**src/common/nhbcd_regs.svh**
```systemverilog
`ifndef NHBCD_REGS_SVH
`define NHBCD_REGS_SVH

// Command codes, always carried on the low byte of the bus.
`define NHBCD_CMD_READ_FIRST 8'h00
`define NHBCD_CMD_READ_SECOND 8'h01
`define NHBCD_CMD_READ_SPARE 8'h50
`define NHBCD_CMD_IDENT 8'h90
`define NHBCD_CMD_RESET 8'hFF
`define NHBCD_CMD_PROG_SETUP 8'h80
`define NHBCD_CMD_PROG_CONFIRM 8'h10
`define NHBCD_CMD_COPY_START 8'h8A
`define NHBCD_CMD_ERASE_SETUP 8'h60
`define NHBCD_CMD_ERASE_CONFIRM 8'hD0
`define NHBCD_CMD_STATUS 8'h70

// Address field positions within the 26-bit flash address.
`define NHBCD_ADDR_C1_LSB 0
`define NHBCD_ADDR_C2_LSB 9
`define NHBCD_ADDR_C3_LSB 17
`define NHBCD_ADDR_C4_BIT 25
`define NHBCD_ADDR_CYCLES 3'h4

// Strobe phase length in ns and the derived count of 10 ns cycles.
`define NHBCD_CLK_NS 10
`define NHBCD_PHASE_NS 30
`define NHBCD_PHASE_CYC ((`NHBCD_PHASE_NS + `NHBCD_CLK_NS - 1) / `NHBCD_CLK_NS)

`endif

```
**src/common/nhbcd_pkg.sv**
```systemverilog
package nhbcd_pkg;
  typedef enum logic [2:0] {
    NHBCD_OP_CMD,
    NHBCD_OP_ADDR,
    NHBCD_OP_WRITE,
    NHBCD_OP_READ,
    NHBCD_OP_WAIT_READY
  } nhbcd_op_t;
endpackage : nhbcd_pkg

```
**src/logic/nhbcd_fifo.sv**
```systemverilog
`timescale 1ns/1ps
`default_nettype none
module nhbcd_fifo #(
  parameter int WIDTH = 16,
  parameter int DEPTH = 4
) (
  input wire logic i_sys_clk,
  input wire logic i_rst,
  input wire logic i_in_valid,
  output logic o_in_ready,
  input wire logic [WIDTH-1:0] i_in_data,
  output logic o_out_valid,
  input wire logic i_out_ready,
  output logic [WIDTH-1:0] o_out_data
);
  localparam int AW = $clog2(DEPTH);
  logic [WIDTH-1:0] mem_ff [DEPTH];
  logic [AW-1:0] wr_ff;
  logic [AW-1:0] rd_ff;
  logic [AW:0] cnt_ff;
  logic [AW:0] nxt_cnt;
  logic push;
  logic pop;

  assign o_out_valid = (cnt_ff != '0);
  assign o_out_data = mem_ff[rd_ff];
  assign push = i_in_valid && o_in_ready;
  assign pop = o_out_valid && i_out_ready;

  // Ready is registered from the next count, so it always matches the count.
  always_comb begin
    nxt_cnt = cnt_ff;
    if (push && !pop) begin
      nxt_cnt = cnt_ff + 1'b1;
    end else if (pop && !push) begin
      nxt_cnt = cnt_ff - 1'b1;
    end
  end

  always_ff @(posedge i_sys_clk) begin
    if (push) begin
      mem_ff[wr_ff] <= i_in_data;
    end
  end

  always_ff @(posedge i_sys_clk) begin
    if (i_rst) begin
      wr_ff <= '0;
      rd_ff <= '0;
      cnt_ff <= '0;
      o_in_ready <= 1'b1;
    end else begin
      if (push) begin
        wr_ff <= (wr_ff == AW'(DEPTH - 1)) ? '0 : wr_ff + 1'b1;
      end
      if (pop) begin
        rd_ff <= (rd_ff == AW'(DEPTH - 1)) ? '0 : rd_ff + 1'b1;
      end
      cnt_ff <= nxt_cnt;
      o_in_ready <= (nxt_cnt != DEPTH[AW:0]);
    end
  end
endmodule : nhbcd_fifo
`default_nettype wire

```
**src/logic/nhbcd_phase_tick.sv**
```systemverilog
`timescale 1ns/1ps
`include "nhbcd_regs.svh"
`default_nettype none
module nhbcd_phase_tick (
  input wire logic i_sys_clk,
  input wire logic i_rst,
  input wire logic i_run,
  output logic o_tick
);
  logic [3:0] cnt_ff;

  // Emits one pulse per strobe phase while running.
  always_ff @(posedge i_sys_clk) begin
    if (i_rst || !i_run) begin
      cnt_ff <= 4'h0;
      o_tick <= 1'b0;
    end else if (cnt_ff == 4'(`NHBCD_PHASE_CYC - 1)) begin
      cnt_ff <= 4'h0;
      o_tick <= 1'b1;
    end else begin
      cnt_ff <= cnt_ff + 4'h1;
      o_tick <= 1'b0;
    end
  end
endmodule : nhbcd_phase_tick
`default_nettype wire

```
**src/logic/nhbcd_host.sv**
```systemverilog
// Functional notes
// - Address sent as four low bytes.
// - Wide bus: upper byte low in addresses.
// - Read pointer commands decoded.
// - Identifier read returns identity bytes.
// - Reset accepted any time.
// - Program: setup, then confirm starts.
// - Copy-back: first code, then start code.
// - Erase: setup, then confirm starts.
// - Status read accepted while busy.
// - Address entry: latch levels, four strobes.
// - Write protect high only for requests that set wp release.
// - Data load: both latches low, pulse.
// - Serial read: toggle read strobe per word.
// - Command codes on low byte only.
`timescale 1ns/1ps
`include "nhbcd_regs.svh"
`default_nettype none
module nhbcd_host
  import nhbcd_pkg::*;
(
  input wire logic i_sys_clk,
  input wire logic i_rst,
  input wire logic i_req_valid,
  output logic o_req_ready,
  input wire logic [2:0] i_req_op,
  input wire logic [7:0] i_req_cmd,
  input wire logic [25:0] i_req_addr,
  input wire logic [7:0] i_req_count,
  input wire logic i_req_wp_release,
  input wire logic i_wr_valid,
  output logic o_wr_ready,
  input wire logic [15:0] i_wr_data,
  output logic o_rd_valid,
  output logic [15:0] o_rd_data,
  output logic o_done,
  output logic o_cle,
  output logic o_ale,
  output logic o_chip_sel_n,
  output logic o_write_strobe_n,
  output logic o_read_strobe_n,
  output logic o_write_protect_n,
  output logic [15:0] o_bus_out,
  output logic o_bus_oe,
  input wire logic [15:0] i_bus_in,
  input wire logic i_ready_busy_n
);
  typedef enum logic [2:0] {
    ST_IDLE,
    ST_SETUP,
    ST_LOW,
    ST_HIGH,
    ST_NEXT,
    ST_WAIT
  } nhbcd_state_t;

  nhbcd_state_t state_ff;
  nhbcd_op_t op_ff;
  logic [7:0] cmd_ff;
  logic [25:0] addr_ff;
  logic [7:0] left_ff;
  logic [1:0] acyc_ff;
  logic wp_ff;
  logic tick;
  logic run;
  logic fifo_valid;
  logic fifo_pop;
  logic [15:0] fifo_data;

  ////////////////////////////////////////////////////////////////////////////
  // Helpers.

  // Returns the low byte for one address cycle; the upper byte stays low.
  function automatic logic [15:0] addr_byte(input logic [25:0] a,
                                            input logic [1:0] n);
    logic [7:0] b;
    b = 8'h00;
    case (n)
      2'd0: b = a[`NHBCD_ADDR_C1_LSB +: 8];
      2'd1: b = a[`NHBCD_ADDR_C2_LSB +: 8];
      2'd2: b = a[`NHBCD_ADDR_C3_LSB +: 8];
      default: b = {7'h00, a[`NHBCD_ADDR_C4_BIT]};
    endcase
    return {8'h00, b};
  endfunction : addr_byte

  // True for codes that set up or start a program, copy-back or erase.
  function automatic logic is_modify(input logic [7:0] c);
    return (c == `NHBCD_CMD_PROG_SETUP) || (c == `NHBCD_CMD_PROG_CONFIRM) ||
           (c == `NHBCD_CMD_ERASE_SETUP) ||
           (c == `NHBCD_CMD_ERASE_CONFIRM) || (c == `NHBCD_CMD_COPY_START);
  endfunction : is_modify

  // Tells whether another strobe cycle of the same request follows.
  function automatic logic more_cycles(input nhbcd_op_t o,
                                       input logic [1:0] n,
                                       input logic [7:0] words);
    logic more;
    more = 1'b0;
    if (o == NHBCD_OP_ADDR) begin
      more = (n != 2'h3);
    end else if ((o == NHBCD_OP_WRITE) || (o == NHBCD_OP_READ)) begin
      more = (words > 8'h01);
    end
    return more;
  endfunction : more_cycles

  ////////////////////////////////////////////////////////////////////////////
  // Submodules.

  assign run = (state_ff != ST_IDLE) && (state_ff != ST_WAIT);

  nhbcd_phase_tick u_tick (
    .i_sys_clk(i_sys_clk),
    .i_rst(i_rst),
    .i_run(run),
    .o_tick(tick)
  );

  // Program data is staged here; writes stall until a word is waiting.
  assign fifo_pop = (state_ff == ST_NEXT) && (op_ff == NHBCD_OP_WRITE);

  nhbcd_fifo #(.WIDTH(16), .DEPTH(4)) u_fifo (
    .i_sys_clk(i_sys_clk),
    .i_rst(i_rst),
    .i_in_valid(i_wr_valid),
    .o_in_ready(o_wr_ready),
    .i_in_data(i_wr_data),
    .o_out_valid(fifo_valid),
    .i_out_ready(fifo_pop),
    .o_out_data(fifo_data)
  );

  ////////////////////////////////////////////////////////////////////////////
  // Sequencer.

  // Walks one strobe cycle through setup, low and high phases, then decides
  // in the next state whether another cycle of the same request follows.
  always_ff @(posedge i_sys_clk) begin
    if (i_rst) begin
      state_ff <= ST_IDLE;
    end else begin
      case (state_ff)
        ST_IDLE: begin
          if (i_req_valid) begin
            state_ff <= (nhbcd_op_t'(i_req_op) == NHBCD_OP_WAIT_READY) ?
                        ST_WAIT : ST_SETUP;
          end
        end
        ST_SETUP: begin
          // A data load may not strobe before its word is in the buffer.
          if (tick && (op_ff != NHBCD_OP_WRITE || fifo_valid)) begin
            state_ff <= ST_LOW;
          end
        end
        ST_LOW: begin
          if (tick) begin
            state_ff <= ST_HIGH;
          end
        end
        ST_HIGH: begin
          if (tick) begin
            state_ff <= ST_NEXT;
          end
        end
        ST_NEXT: begin
          if (more_cycles(op_ff, acyc_ff, left_ff)) begin
            state_ff <= ST_SETUP;
          end else begin
            state_ff <= ST_IDLE;
          end
        end
        ST_WAIT: begin
          if (i_ready_busy_n) begin
            state_ff <= ST_IDLE;
          end
        end
        default: begin
          state_ff <= ST_IDLE;
        end
      endcase
    end
  end

  // Holds the accepted request for its whole length.
  always_ff @(posedge i_sys_clk) begin
    if (i_rst) begin
      op_ff <= NHBCD_OP_CMD;
      cmd_ff <= 8'h00;
      addr_ff <= 26'h0;
      wp_ff <= 1'b0;
    end else if ((state_ff == ST_IDLE) && i_req_valid) begin
      op_ff <= nhbcd_op_t'(i_req_op);
      cmd_ff <= i_req_cmd;
      addr_ff <= i_req_addr;
      wp_ff <= i_req_wp_release;
    end
  end

  // Selects which of the four address bytes goes out next.
  always_ff @(posedge i_sys_clk) begin
    if (i_rst) begin
      acyc_ff <= 2'h0;
    end else if (state_ff == ST_IDLE) begin
      acyc_ff <= 2'h0;
    end else if ((state_ff == ST_NEXT) && (op_ff == NHBCD_OP_ADDR) &&
                 (acyc_ff != 2'h3)) begin
      acyc_ff <= acyc_ff + 2'h1;
    end
  end

  // Counts down the data words that are still to move.
  always_ff @(posedge i_sys_clk) begin
    if (i_rst) begin
      left_ff <= 8'h00;
    end else if ((state_ff == ST_IDLE) && i_req_valid) begin
      left_ff <= i_req_count;
    end else if ((state_ff == ST_NEXT) && (op_ff != NHBCD_OP_ADDR) &&
                 more_cycles(op_ff, acyc_ff, left_ff)) begin
      left_ff <= left_ff - 8'h01;
    end
  end

  ////////////////////////////////////////////////////////////////////////////
  // Pin drive.

  always_ff @(posedge i_sys_clk) begin
    if (i_rst) begin
      o_cle <= 1'b0;
      o_ale <= 1'b0;
      o_chip_sel_n <= 1'b1;
      o_write_strobe_n <= 1'b1;
      o_read_strobe_n <= 1'b1;
      o_write_protect_n <= 1'b0;
      o_bus_oe <= 1'b0;
    end else begin
      o_cle <= (state_ff != ST_IDLE) && (op_ff == NHBCD_OP_CMD);
      o_ale <= (state_ff != ST_IDLE) && (op_ff == NHBCD_OP_ADDR);
      o_chip_sel_n <= (state_ff == ST_IDLE) || (state_ff == ST_WAIT);
      // Held high only for requests that ask for it; low blocks modify.
      o_write_protect_n <= (state_ff != ST_IDLE) && wp_ff &&
                           (op_ff != NHBCD_OP_CMD || is_modify(cmd_ff) ||
                            wp_ff);
      o_write_strobe_n <= !(state_ff == ST_LOW &&
                            op_ff != NHBCD_OP_READ);
      o_read_strobe_n <= !(state_ff == ST_LOW &&
                           op_ff == NHBCD_OP_READ);
      o_bus_oe <= (state_ff == ST_SETUP || state_ff == ST_LOW ||
                   state_ff == ST_HIGH) && (op_ff != NHBCD_OP_READ);
    end
  end

  // Puts the byte or word of the current cycle on the bus.
  always_ff @(posedge i_sys_clk) begin
    if (i_rst) begin
      o_bus_out <= 16'h0000;
    end else begin
      case (op_ff)
        NHBCD_OP_CMD: begin
          o_bus_out <= {8'h00, cmd_ff};
        end
        NHBCD_OP_ADDR: begin
          o_bus_out <= addr_byte(addr_ff, acyc_ff);
        end
        NHBCD_OP_WRITE: begin
          o_bus_out <= fifo_data;
        end
        default: begin
          o_bus_out <= 16'h0000;
        end
      endcase
    end
  end

  ////////////////////////////////////////////////////////////////////////////
  // Responses.

  // Data is taken at the end of the low read-strobe phase.
  always_ff @(posedge i_sys_clk) begin
    if (i_rst) begin
      o_rd_valid <= 1'b0;
      o_rd_data <= 16'h0000;
    end else begin
      o_rd_valid <= (state_ff == ST_LOW) && tick &&
                    (op_ff == NHBCD_OP_READ);
      if ((state_ff == ST_LOW) && tick) begin
        o_rd_data <= i_bus_in;
      end
    end
  end

  // Ends a request and reopens the request port.
  always_ff @(posedge i_sys_clk) begin
    if (i_rst) begin
      o_done <= 1'b0;
      o_req_ready <= 1'b0;
    end else begin
      o_done <= ((state_ff == ST_NEXT) &&
                 !more_cycles(op_ff, acyc_ff, left_ff)) ||
                ((state_ff == ST_WAIT) && i_ready_busy_n);
      o_req_ready <= (state_ff == ST_IDLE) && !i_req_valid;
    end
  end
endmodule : nhbcd_host
`default_nettype wire

```
**config.mk**
```make
export PLATFORM = sky130hd
export DESIGN_NAME = nhbcd_host
export DESIGN_NICKNAME = d
export VERILOG_FILES = /design/src/common/nhbcd_pkg.sv /design/src/logic/nhbcd_fifo.sv /design/src/logic/nhbcd_phase_tick.sv /design/src/logic/nhbcd_host.sv
export VERILOG_INCLUDE_DIRS = /design/src /design/src/common
export SDC_FILE = /design/constraint.sdc
export NUM_CORES = 1
export LEC_CHECK = 0
export BUFFER_PORTS_ARGS = -buffer_cell sky130_fd_sc_hd__buf_4
export CAP_MARGIN = 20
export CORE_ASPECT_RATIO = 1.4
export CORE_UTILIZATION = 57
export CTS_BUF_LIST = sky130_fd_sc_hd__clkbuf_8
export CTS_CLUSTER_SIZE = 10
export DETAILED_ROUTE_END_ITERATION = 8
export HOLD_SLACK_MARGIN = 0.1
export PLACE_DENSITY = 0.85
export SYNTH_ARGS = -nofsm -noshare
export SYNTH_HDL_FRONTEND = slang
export SYNTH_SLANG_ARGS = --single-unit
```
**constraint.sdc**
```tcl
create_clock -name i_sys_clk -period 2.16 [get_ports i_sys_clk]
set_input_delay 0.54 -clock i_sys_clk [delete_from_list [all_inputs] [get_ports i_sys_clk]]
set_output_delay 0.54 -clock i_sys_clk [all_outputs]
set_load 0.05 [all_outputs]
```
==> key figures, run 1 <==
Die
  • Core area: 0.0114 mm^2
  • Initial core utilization: 58.8%
  • Die X: 93.6 um
  • Row cnt: 46
  • I/O pins: 126
  • Die Height: about 130 um
  • Die ar.: 0.0122 mm^2

Yosys
  • Top cells by area, synth: dfxtp_1 32%, edfxtp_1 29%, nand2_1 6.7%
  • Post-synth top area share: 32.0%
  • Synthesized area per cell: 11.3 um^2
  • Synth top cells by count: 120 x nand2_1, 107 x dfxtp_1, 64 x edfxtp_1
  • Area leader, netlist: dfxtp_1
  • Mapped Area: approximately 0.0067 mm^2
  • Synth Instances: 595
  • Async SR Flop Fraction: 0%
  • Post-synth EDFFs: 64
  • Most common cell in the netlist: nand2_1
  • Post-synthesis cell type count: 58
  • Yosys warnings: 0
  • Seq/Total Area, Yosys: 60.7%
  • Syn_nets: 695
  • Flops & latches, synth: 171
  • Top_reg_cell synth: dfxtp_1

Drt
  • Final WL: 14000 um
  • Via count: 4919
  • Drt pass-1 iters: 7
  • Wire per inst: 16.0 um
  • Antenna viol nets, final: 0
  • DRT iter0 DRCs: 306
  • DRC Markers: 0
  • Vias per inst: 5.60

Finish
  • Nets: approximately 820
  • # diodes: 0
  • Share of layout cells above drive strength 1: 28.1%
  • # fillers: 759
  • Area Growth Syn to Fin: 22.9%

Clock tree
  • CTS tree: built
  • CTS max path bufs: 2
  • Post-cts sizing count: 0
  • CTS clock-pin slew for the worst setup and hold paths: about 0.09 ns
  • Root buf cell: clkbuf_8
  • CTS Hold Bufs: 0
  • Clock Sinks: 171
  • Setup Fix Bufs, Post-CTS: 0
  • Number of buffers created by CTS: 17
  • Worst-Skew Late Latency: 0.45 ns
  • H-tree Lvls: 4

STA
  • FMAX: 0.521 GHz
  • Slew HR: 60.3%
  • Setup_tns: 0 ns
  • Period utilization: approximately nine tenths
  • Tightest Pin Transition: just under 0.6 ns
  • # setup viols final: 0
  • Count of pins over their slew limit: 0
  • Worst Setup Slack, final: 0.240 ns
  • Final min period: between 1.5 and 2 ns
  • RSZ-0062 raised after global routing: no
  • Hold Fails Final Rpt: 0
  • Clock skew: roughly 0.014 ns

Global routing
  • First-pass GRT wire length: 22100 um
  • Number of global-route vias before repair: 4790
  • Antenna violations before repair: 0
  • Largest net degree at the start of global routing: 38
  • Total grt overflow: 0
  • GR Util All Layers: 24.0%

Critical path
  • Crit-path cells: or4_4 -> nor4_4 -> nor4_1 -> xnor2_1 -> a211oi_1
  • Worst r2r path cells: 5
  • CP peak stage delay: ~0.59 ns
  • Critical path launch point type: flip-flop
  • Crit Path Max Fanout: 8
  • Worst EP arrival: 2.28 ns
  • Crit. End Element: flip-flop
  • CP max stage cell: or4_4
  • Worst EP required: ~2.5 ns
  • Reg-to-reg slack, setup: 0.24 ns
  • Crit path kind: reg -> reg

Run status
  • Status: finished clean

Pwr
  • Max VDD drop: 0.767 mV
  • Pwr Density: 806 mW/mm^2
  • P_leak: approximately 3.2 nW

Placement
  • DP HPWL: 9950 um
  • Placer Congestion: 0.822
  • Pre-CTS WS: ~0.21 ns
  • I/O Buffers: 124

Worst hold path
  • Hold Path Class: in -> reg
  • Hold Crit Depth: 1

Job
  • Max-cap violations: 0
layout by cell type (no fill, tap or decap), types with 3 or more instances in the layout:
master / Yosys / final
clkinv_4: 0 / 3
bufinv_16: 0 / 3
and3_1: 13 / 13
nor3_1: 18 / 18
or3_1: 4 / 4
inv_1: 15 / 15
nor4_1: 3 / 3
xor2_1: 4 / 4
a222oi_1: 8 / 8
nand2_1: 120 / 120
a21oi_1: 61 / 61
a211oi_1: 7 / 7
clkbuf_8: 0 / 17
inv_6: 0 / 5
mux2i_1: 11 / 11
nand3_1: 8 / 8
edfxtp_1: 64 / 64
dfxtp_1: 107 / 107
mux4_2: 16 / 16
buf_4: 1 / 144
o22ai_1: 7 / 7
nor2_1: 25 / 25
nor3b_1: 3 / 3
xnor2_1: 5 / 5
ha_1: 17 / 17
area by class of cell:
cell class / instances / area (um^2) / share of cell area (%)
sequential: 171 / 4060 / 49.4
multi-input combinational: 372 / 2430 / 29.5
timing repair buffer: 144 / 1080 / 13.1
clock buffer: 17 / 234 / 2.84
clock inverter: 15 / 185 / 2.25
tap: 144 / 180 / 2.19
inverter: 15 / 56.3 / 0.684
logic make-up (layout without fill, tap and decap cells):
family	Yosys count	count (layout)	synth area share (%)
xor gates and xnor gates	9	9	1.18
DFF	171	171	60.7
AOI/OAI and AO/OA	105	105	9.83
muxes	29	29	7.36
buffers and inverters	52	191	3.01
and+or+nand+nor	212	212	14.7
adders and majority gates	17	17	3.18
through the flow:
step	util, %	total power, mW	std cells	instance area [um^2]	hold slack (ns)
after detailed placement	68.5	4.38	846	7810	0.425
final	72.2	6.64	878	8230	0.284
after floorplan	-	4.08	595	6700	0.409
after CTS	72.2	6.67	878	8230	0.262
after global placement	68.5	4.34	846	7810	0.421
after global routing	72.2	6.89	878	8230	0.255
state kept, by name (all words and copies together) (netlist names), 2 cells and up, named ones only:
name / cells
acyc_ff: 2
addr_ff: 25
cmd_ff: 8
left_ff: 8
o_bus_out: 16
o_rd_data: 16
op_ff: 3
state_ff: 3
u_fifo.cnt_ff: 3
u_fifo.mem_ff: 64
u_fifo.rd_ff: 2
u_fifo.wr_ff: 2
u_tick.cnt_ff: 4
worst paths after layout:
check	start	endpoint
max	left_ff[3]	left_ff[5]
min	i_wr_data[13]	u_fifo.mem_ff[2][13]
max reg2reg	left_ff[3]	left_ff[5]
min reg2reg	wp_ff	o_write_protect_n
critical path, delay by kind of cell, from the launching register on:
| family | cells | cell delay, ns |
|---|---|---|
| AND/OR/NAND/NOR | 3 | 1.10 |
| flip-flops | 1 | 0.36 |
| AO/OA/AOI/OAI | 1 | 0.23 |
| XOR/XNOR | 1 | 0.14 |
report_power, final:
| part | leakage (nW) | switching [mW] | internal (mW) |
|---|---|---|---|
| logic | 1.52 | 0.407 | 0.319 |
| registers | 1.46 | 0.0865 | 3.49 |
| clock network | 0.208 | 1.17 | 1.16 |
| total | 3.19 | 1.66 | 4.97 |
routing by layer:
metal | GRT usage, % | up-vias | part of all wire (%)
li1 | - | 2379 | -
met1 | 26.7 | 2351 | 39
met2 | 42.7 | 158 | 53
met3 | 5.30 | 31 | 5.0
met4 | 12.6 | 0 | 2.8
met5 | 0 | - | 0
Note: power is estimated with default switching activity, not from simulation.
==> run 2, diff against run 1 <==
==> constraint.sdc (replaced) <==
create_clock -name i_sys_clk -period 1.9 [get_ports i_sys_clk]
set_input_delay 0.475 -clock i_sys_clk [delete_from_list [all_inputs] [get_ports i_sys_clk]]
set_output_delay 0.475 -clock i_sys_clk [all_outputs]
set_load 0.05 [all_outputs]
==> run 2 against run 1 <==
Flip-flop and latch count unchanged. Setup slack worse by 0.15 ns. Critical path depth unchanged. Sequential share of layout area down 0.82 points. Sequential power up 14%. Global-route usage up 1.0 points. Combinational power up 19%. First-iteration DRC count down 15%. Cell count up 0.68%.
==> key figures, run 2 (synthesis results as in run 1) <==
Die
  • Die ar.: 0.0122 mm^2 (unchanged)
  • Die X: 93.6 um (unchanged)
  • Row cnt: 46 (unchanged)
  • Initial core utilization: 58.8% (unchanged)
  • I/O pins: 126 (unchanged)
  • Core area: 0.0114 mm^2 (unchanged)
  • Die Height: 130 um (unchanged)

Clock tree
  • CTS clock-pin slew for the worst setup and hold paths: 0.10 ns (about the same)
  • Clock Sinks: 171 (unchanged)
  • Worst-Skew Late Latency: 0.46 ns (about the same)
  • Number of buffers created by CTS: 17 (unchanged)
  • Root buf cell: clkbuf_8
  • H-tree Lvls: 4 (unchanged)
  • CTS max path bufs: 2 (unchanged)
  • CTS Hold Bufs: 0 (unchanged)
  • CTS tree: built

Run status
  • Status: finished clean

Critical path
  • Worst EP required: 2.30 ns (-0.22 ns)
  • Crit path kind: reg -> reg
  • Worst r2r path cells: 5 (unchanged)
  • Worst Path Buf+Inv: 0 (unchanged)
  • Worst EP arrival: 2.21 ns (-0.07 ns)
  • Reg2reg end: state_ff[0]
  • Crit. End Element: flip-flop
  • CP max stage cell: or3b_2
  • Critical path origin: op_ff[2]
  • Crit Path Max Fanout: 8 (unchanged)
  • Crit-path cells: or3b_2 -> nor2_1 -> a21oi_4 -> a2111o_1 -> nand2_1
  • R2R Path Start: op_ff[2]
  • CP peak stage delay: 0.54 ns (-0.05 ns)
  • Reg-to-reg slack, setup: 0.09 ns (-0.15 ns)
  • Top delay family on crit path: simple AND/OR/NAND/NOR gates
  • Critical path launch point type: flip-flop

Global routing
  • Number of global-route vias before repair: 4810 (+0.42%)
  • First-pass GRT wire length: 22800 um (+3.3%)
  • Largest net degree at the start of global routing: 38 (unchanged)
  • GR Util All Layers: 25.0% (+1.0 points)
  • Antenna violations before repair: 0 (unchanged)
  • Total grt overflow: 0 (unchanged)

Finish
  • Nets: 827 (+0.73%)
  • # fillers: 769 (+1.3%)
  • Max reg flops: 64 (unchanged)
  • Area Growth Syn to Fin: 25.0%
  • Share of layout cells above drive strength 1: 29.2% (+1.1 points)
  • Commonest non-fill, non-tap cell in the layout: buf_4
  • Largest reg by FF count: u_fifo.mem_ff
  • # diodes: 0 (unchanged)
  • Most frequent cells in the layout: 149 x buf_4, 120 x nand2_1, 107 x dfxtp_1
  • Biggest regs: u_fifo.mem_ff x64, addr_ff x25

Pwr
  • Clock Power Share: 37.5% (+2.3 points)
  • Total power draw: 7.88 mW (+19%)
  • Share of power burned in registers: 51.6% (-2.3 points)
  • Combinational share of power: 11.0% (about the same)
  • Internal Power: 5.95 mW (+20%)
  • P_leak: 3.26 nW (+2.4%)
  • Sw Share: 24.6% (-0.48 points)
  • Pwr Density: 942 mW/mm^2 (+17%)
  • Max VDD drop: 0.685 mV (-11%)
  • Switching power: 1.94 mW (+17%)

STA
  • Fin Hold WS: 0.211 ns (-0.0730 ns)
  • # setup viols final: 0 (unchanged)
  • Tightest Pin Transition: 0.620 ns (+0.0245 ns)
  • Final min period: 1.81 ns (-0.111 ns)
  • Worst Setup Slack, final: 0.0908 ns (-0.149 ns)
  • Period utilization: 95.2% (+6.3 points)
  • Slew HR: 58.7% (-1.6 points)
  • FMAX: 0.553 GHz (+6.1%)
  • Count of pins over their slew limit: 0 (unchanged)
  • Hold Fails Final Rpt: 0 (unchanged)
  • Clock skew: 0.0132 ns (-0.000387 ns)
  • RSZ-0062 raised after global routing: no

Drt
  • Antenna viol nets, final: 0 (unchanged)
  • Wire per inst: 16.6 um (+3.9%)
  • DRC Markers: 0 (unchanged)
  • Final WL: 14700 um (+4.6%)
  • Drt pass-1 iters: 5 (-2)
  • DRT iter0 DRCs: 261 (-15%)
  • Via count: 5012 (+1.9%)
  • Vias per inst: 5.67 (+1.2%)

Worst hold path
  • Hold Crit Depth: 1 (unchanged)
  • Hold_sp: i_wr_data[8]
  • Hold Path Class: in -> reg
  • Hold Path End: u_fifo.mem_ff[1][8]

Placement
  • DP HPWL: 10200 um (+2.9%)
  • Placer Congestion: 0.832 (+1.3%)
  • Pre-CTS WS: -0.00501 ns (-0.216 ns)
  • I/O Buffers: 124 (unchanged)

Job
  • Max-cap violations: 0 (unchanged)
run 2: worst max-delay path by stage:
stage / depth (start not counted) / end / slack, ns
after floorplan: 5 / state_ff[0] / 0.09
after global placement: 5 / state_ff[0] / 0.09
after detailed placement: 5 / u_fifo.o_in_ready / -0.005
after CTS: 5 / left_ff[0] / 0.04
after global routing: 5 / left_ff[0] / 0.005
final: 5 / state_ff[0] / 0.09
run 2: power groups by stage:
| stage | registers [mW] | clock network [mW] | logic (mW) |
|---|---|---|---|
| finish | 4.07 | 2.95 | 0.866 |
| global route | 4.08 | 3.12 | 0.944 |
| CTS | 4.06 | 2.98 | 0.857 |
| detailed placement | 4.15 | 0 | 0.852 |
| global placement | 4.13 | 0 | 0.814 |
| floorplan | 4.20 | 0 | 0.439 |
run 2: final cells by class:
type,instances,area (um^2),share of cell area [%]
inverters,15,56.3,0.673
clock inverters,15,235,2.81
multi-input cells,372,2460,29.4
clock buffers,17,234,2.80
well taps,144,180,2.15
repair buffers,150,1140,13.6
flip-flops and latches,171,4060,48.6
run 2: timing repair:
action                     in CTS  in global routing
pin swaps                       0                  4
cloned                          0                  0
setup endpoints to repair       1                  9
buffers inserted                0                  0
gates resized for setup         1                  5
run 2: layer usage:
metal	share of wire, %	up-vias	track usage, %
met5	0	-	0
met4	4.0	0	14.2
met3	4.9	39	5.36
met2	52	170	43.3
met1	39	2408	28.5
li1	-	2395	-
run 2: through the flow:
step | TNS (ns) | area, um^2 | std cells | util (%)
after global routing | 0 | 8370 | 884 | 73.4
after detailed placement | -0.00501 | 7870 | 852 | 69.0
final | 0 | 8370 | 884 | 73.4
after CTS | 0 | 8340 | 884 | 73.2
after floorplan | 0 | 6700 | 595 | -
after global placement | 0 | 7870 | 852 | 69.0
==> run 3, diff against run 2 <==
--- a/config.mk
+++ b/config.mk
@@ -6,7 +6,7 @@
 export SDC_FILE = /design/constraint.sdc
 export NUM_CORES = 1
 export LEC_CHECK = 0
-export BUFFER_PORTS_ARGS = -buffer_cell sky130_fd_sc_hd__buf_4
+export BUFFER_PORTS_ARGS = -buffer_cell sky130_fd_sc_hd__buf_2
 export CAP_MARGIN = 20
 export CORE_ASPECT_RATIO = 1.4
 export CORE_UTILIZATION = 57
==> run 3 against run 2 <==
Count of clock-buffer cells in the layout up 3. Die area unchanged. Sequential power about the same. Core utilization down 3.4 points. Clock power down 22%. Flip-flop and latch count unchanged. Combinational power down 6.6%. Critical path depth unchanged.
==> key figures, run 3 (synthesis results as in run 1) <==
Run status
  • Status: finished clean

Job
  • Max-cap violations: 0 (unchanged)

Worst hold path
  • Hold Path End: u_fifo.mem_ff[3][13]
  • Hold Crit Depth: 1 (unchanged)
  • Hold_sp: i_wr_data[13]
  • Hold Path Class: in -> reg

Critical path
  • CP max stage cell: or4_4
  • Crit-path cells: or4_4 -> or4_4 -> a21oi_4 -> mux2i_1 -> nor4_2
  • Worst r2r path cells: 5 (unchanged)
  • Worst EP arrival: 2.24 ns (+0.03 ns)
  • Crit path kind: reg -> reg
  • Critical Path Most Common Cell: or4_4
  • Crit. End Element: flip-flop
  • Worst EP required: 2.25 ns (-0.05 ns)
  • CP peak stage delay: 0.57 ns (+0.03 ns)
  • R2R Path Start: left_ff[3]
  • Critical path launch point type: flip-flop
  • Reg2reg end: o_done
  • Crit Path Max Fanout: 4 (-4)
  • Reg-to-reg slack, setup: 0.02 ns (-0.08 ns)

Finish
  • Largest reg by FF count: u_fifo.mem_ff
  • # fillers: 807 (+4.9%)
  • Biggest regs: u_fifo.mem_ff x64, addr_ff x25
  • Multi-input logic area: 0.00246 mm^2 (about the same)
  • Final std cells w/o fill: 887 (+0.34%)
  • Commonest non-fill, non-tap cell in the layout: buf_2
  • Most frequent cells in the layout: 124 x buf_2, 120 x nand2_1, 105 x dfxtp_1
  • Area Growth Syn to Fin: 19.2%
  • Share of layout cells above drive strength 1: 29.8% (+0.60 points)
  • Max reg flops: 64 (unchanged)
  • Register area: 0.00407 mm^2 (about the same)
  • Nets: 829 (+0.24%)
  • Finished Cell Area: 0.00798 mm^2 (-4.7%)

Die
  • Die Height: 130 um (unchanged)
  • Row cnt: 46 (unchanged)
  • Initial core utilization: 58.8% (unchanged)
  • Die ar.: 0.0122 mm^2 (unchanged)
  • I/O pins: 126 (unchanged)
  • Core area: 0.0114 mm^2 (unchanged)
  • Die X: 93.6 um (unchanged)

STA
  • # setup viols final: 0 (unchanged)
  • Final min period: 1.88 ns (+0.0750 ns)
  • Clock skew: 0.00962 ns (-0.00363 ns)
  • RSZ-0062 raised after global routing: yes
  • Slew HR: 59.7% (+1.0 points)
  • Fin Hold WS: 0.233 ns (+0.0220 ns)
  • Hold Fails Final Rpt: 0 (unchanged)
  • Period utilization: 99.2% (+3.9 points)
  • Count of pins over their slew limit: 0 (unchanged)
  • Tightest Pin Transition: 0.605 ns (-0.0156 ns)
  • FMAX: 0.531 GHz (-4.0%)

Pwr
  • P_leak: 3.15 nW (-3.5%)
  • Max VDD drop: 0.715 mV (+4.3%)
  • Pwr Density: 897 mW/mm^2 (-4.7%)

Clock tree
  • H-tree Lvls: 4 (unchanged)
  • CTS Hold Bufs: 0 (unchanged)
  • Number of buffers created by CTS: 17 (unchanged)
  • Worst-Skew Late Latency: 0.44 ns (-0.02 ns)
  • Clock Sinks: 171 (unchanged)
  • Root buf cell: clkbuf_8
  • CTS clock-pin slew for the worst setup and hold paths: 0.09 ns (about the same)
  • CTS tree: built
  • CTS max path bufs: 2 (unchanged)

Global routing
  • Total grt overflow: 0 (unchanged)
  • Number of global-route vias before repair: 4797 (-0.27%)
  • Largest net degree at the start of global routing: 38 (unchanged)
  • GR Util All Layers: 23.6% (-1.4 points)
  • Antenna violations before repair: 0 (unchanged)
  • First-pass GRT wire length: 21900 um (-3.9%)

Placement
  • DP HPWL: 9980 um (-2.6%)
  • Inst Count DP: 853 (+0.12%)
  • Placer Congestion: 0.814 (-2.1%)
  • I/O Buffers: 124 (unchanged)
  • Placed cell areas: 0.00757 mm^2 (-3.8%)

Drt
  • Vias per inst: 5.61 (-1.0%)
  • Wire per inst: 15.9 um (-4.2%)
  • Antenna viol nets, final: 0 (unchanged)
  • DRT iter0 DRCs: 274 (+5.0%)
  • DRC Markers: 0 (unchanged)
  • Via count: 4977 (-0.70%)
  • Final WL: 14100 um (-3.9%)
  • Drt pass-1 iters: 6 (+1)
==> run 3: changes by cell type in the layout (fill, tap and decap cells not counted), moves of 5 or more <==
cell | before | now
bufinv_16 | 5 | 0
clkinv_4 | 2 | 7
buf_4 | 149 | 27
buf_2 | 0 | 124
==> run 3: routing by layer <==
metal	track usage (%)	vias to the layer above	part of all wire [%]
li1	-	2401	-
met1	26.4	2363	40
met2	41.5	175	52
met3	5.42	38	5.0
met4	12.9	0	3.5
met5	0	-	0
==> run 3: power by group <==
group | internal [mW] | total [mW] | leakage, nW | switching, mW
Clock | 1.02 | 2.29 | 0.193 | 1.27
Combinational | 0.324 | 0.809 | 1.50 | 0.485
Sequential | 3.97 | 4.06 | 1.46 | 0.0920
Total | 5.31 | 7.16 | 3.15 | 1.85
==> run 3: metrics by stage <==
stage          TNS [ns]  power, mW  util (%)  setup slack, ns
6_report              0       7.16      70.0           0.0157
4_1_cts        -0.00478       7.18      69.6         -0.00478
5_1_grt         -0.0785       7.45      70.0          -0.0719
3_3_place_gp          0       4.88      66.4           0.0707
3_5_place_dp          0       4.93      66.4           0.0241
2_1_floorplan         0       4.64         -           0.0918
==> run 3: critical path, delay by kind of cell, from the launching register on <==
kind / cells / cell delay [ns]
compound gates: 1 / 0.15
flops: 1 / 0.33
mux: 1 / 0.09
simple gates: 3 / 1.23
==> run 3: area by class of cell <==
type / count / share of cell area [%]
tap: 144 / 2.26
clock buffer: 20 / 3.45
inverter: 15 / 0.706
clock inverter: 12 / 1.14
antenna: 1 / 0.0314
timing repair buffer: 152 / 10.6
sequential: 171 / 51.0
multi-input combinational: 372 / 30.9
==> run 3: how the worst max path moves through the flow <==
stage	cells after the start	slack, ns	endpoint	from
finish	5	0.02	o_done	left_ff[3]
global route	5	-0.07	o_done	left_ff[3]
CTS	5	-0.005	o_done	left_ff[3]
detailed placement	5	0.02	o_done	left_ff[3]
global placement	5	0.07	state_ff[0]	left_ff[3]
floorplan	5	0.09	state_ff[0]	left_ff[3]
==> run 3: what timing repair did <==
action,CTS,global route
pin swaps,0,2
resized for setup,1,7
setup buffers,0,1
gates cloned,0,0
endpoints found under the setup margin,1,9
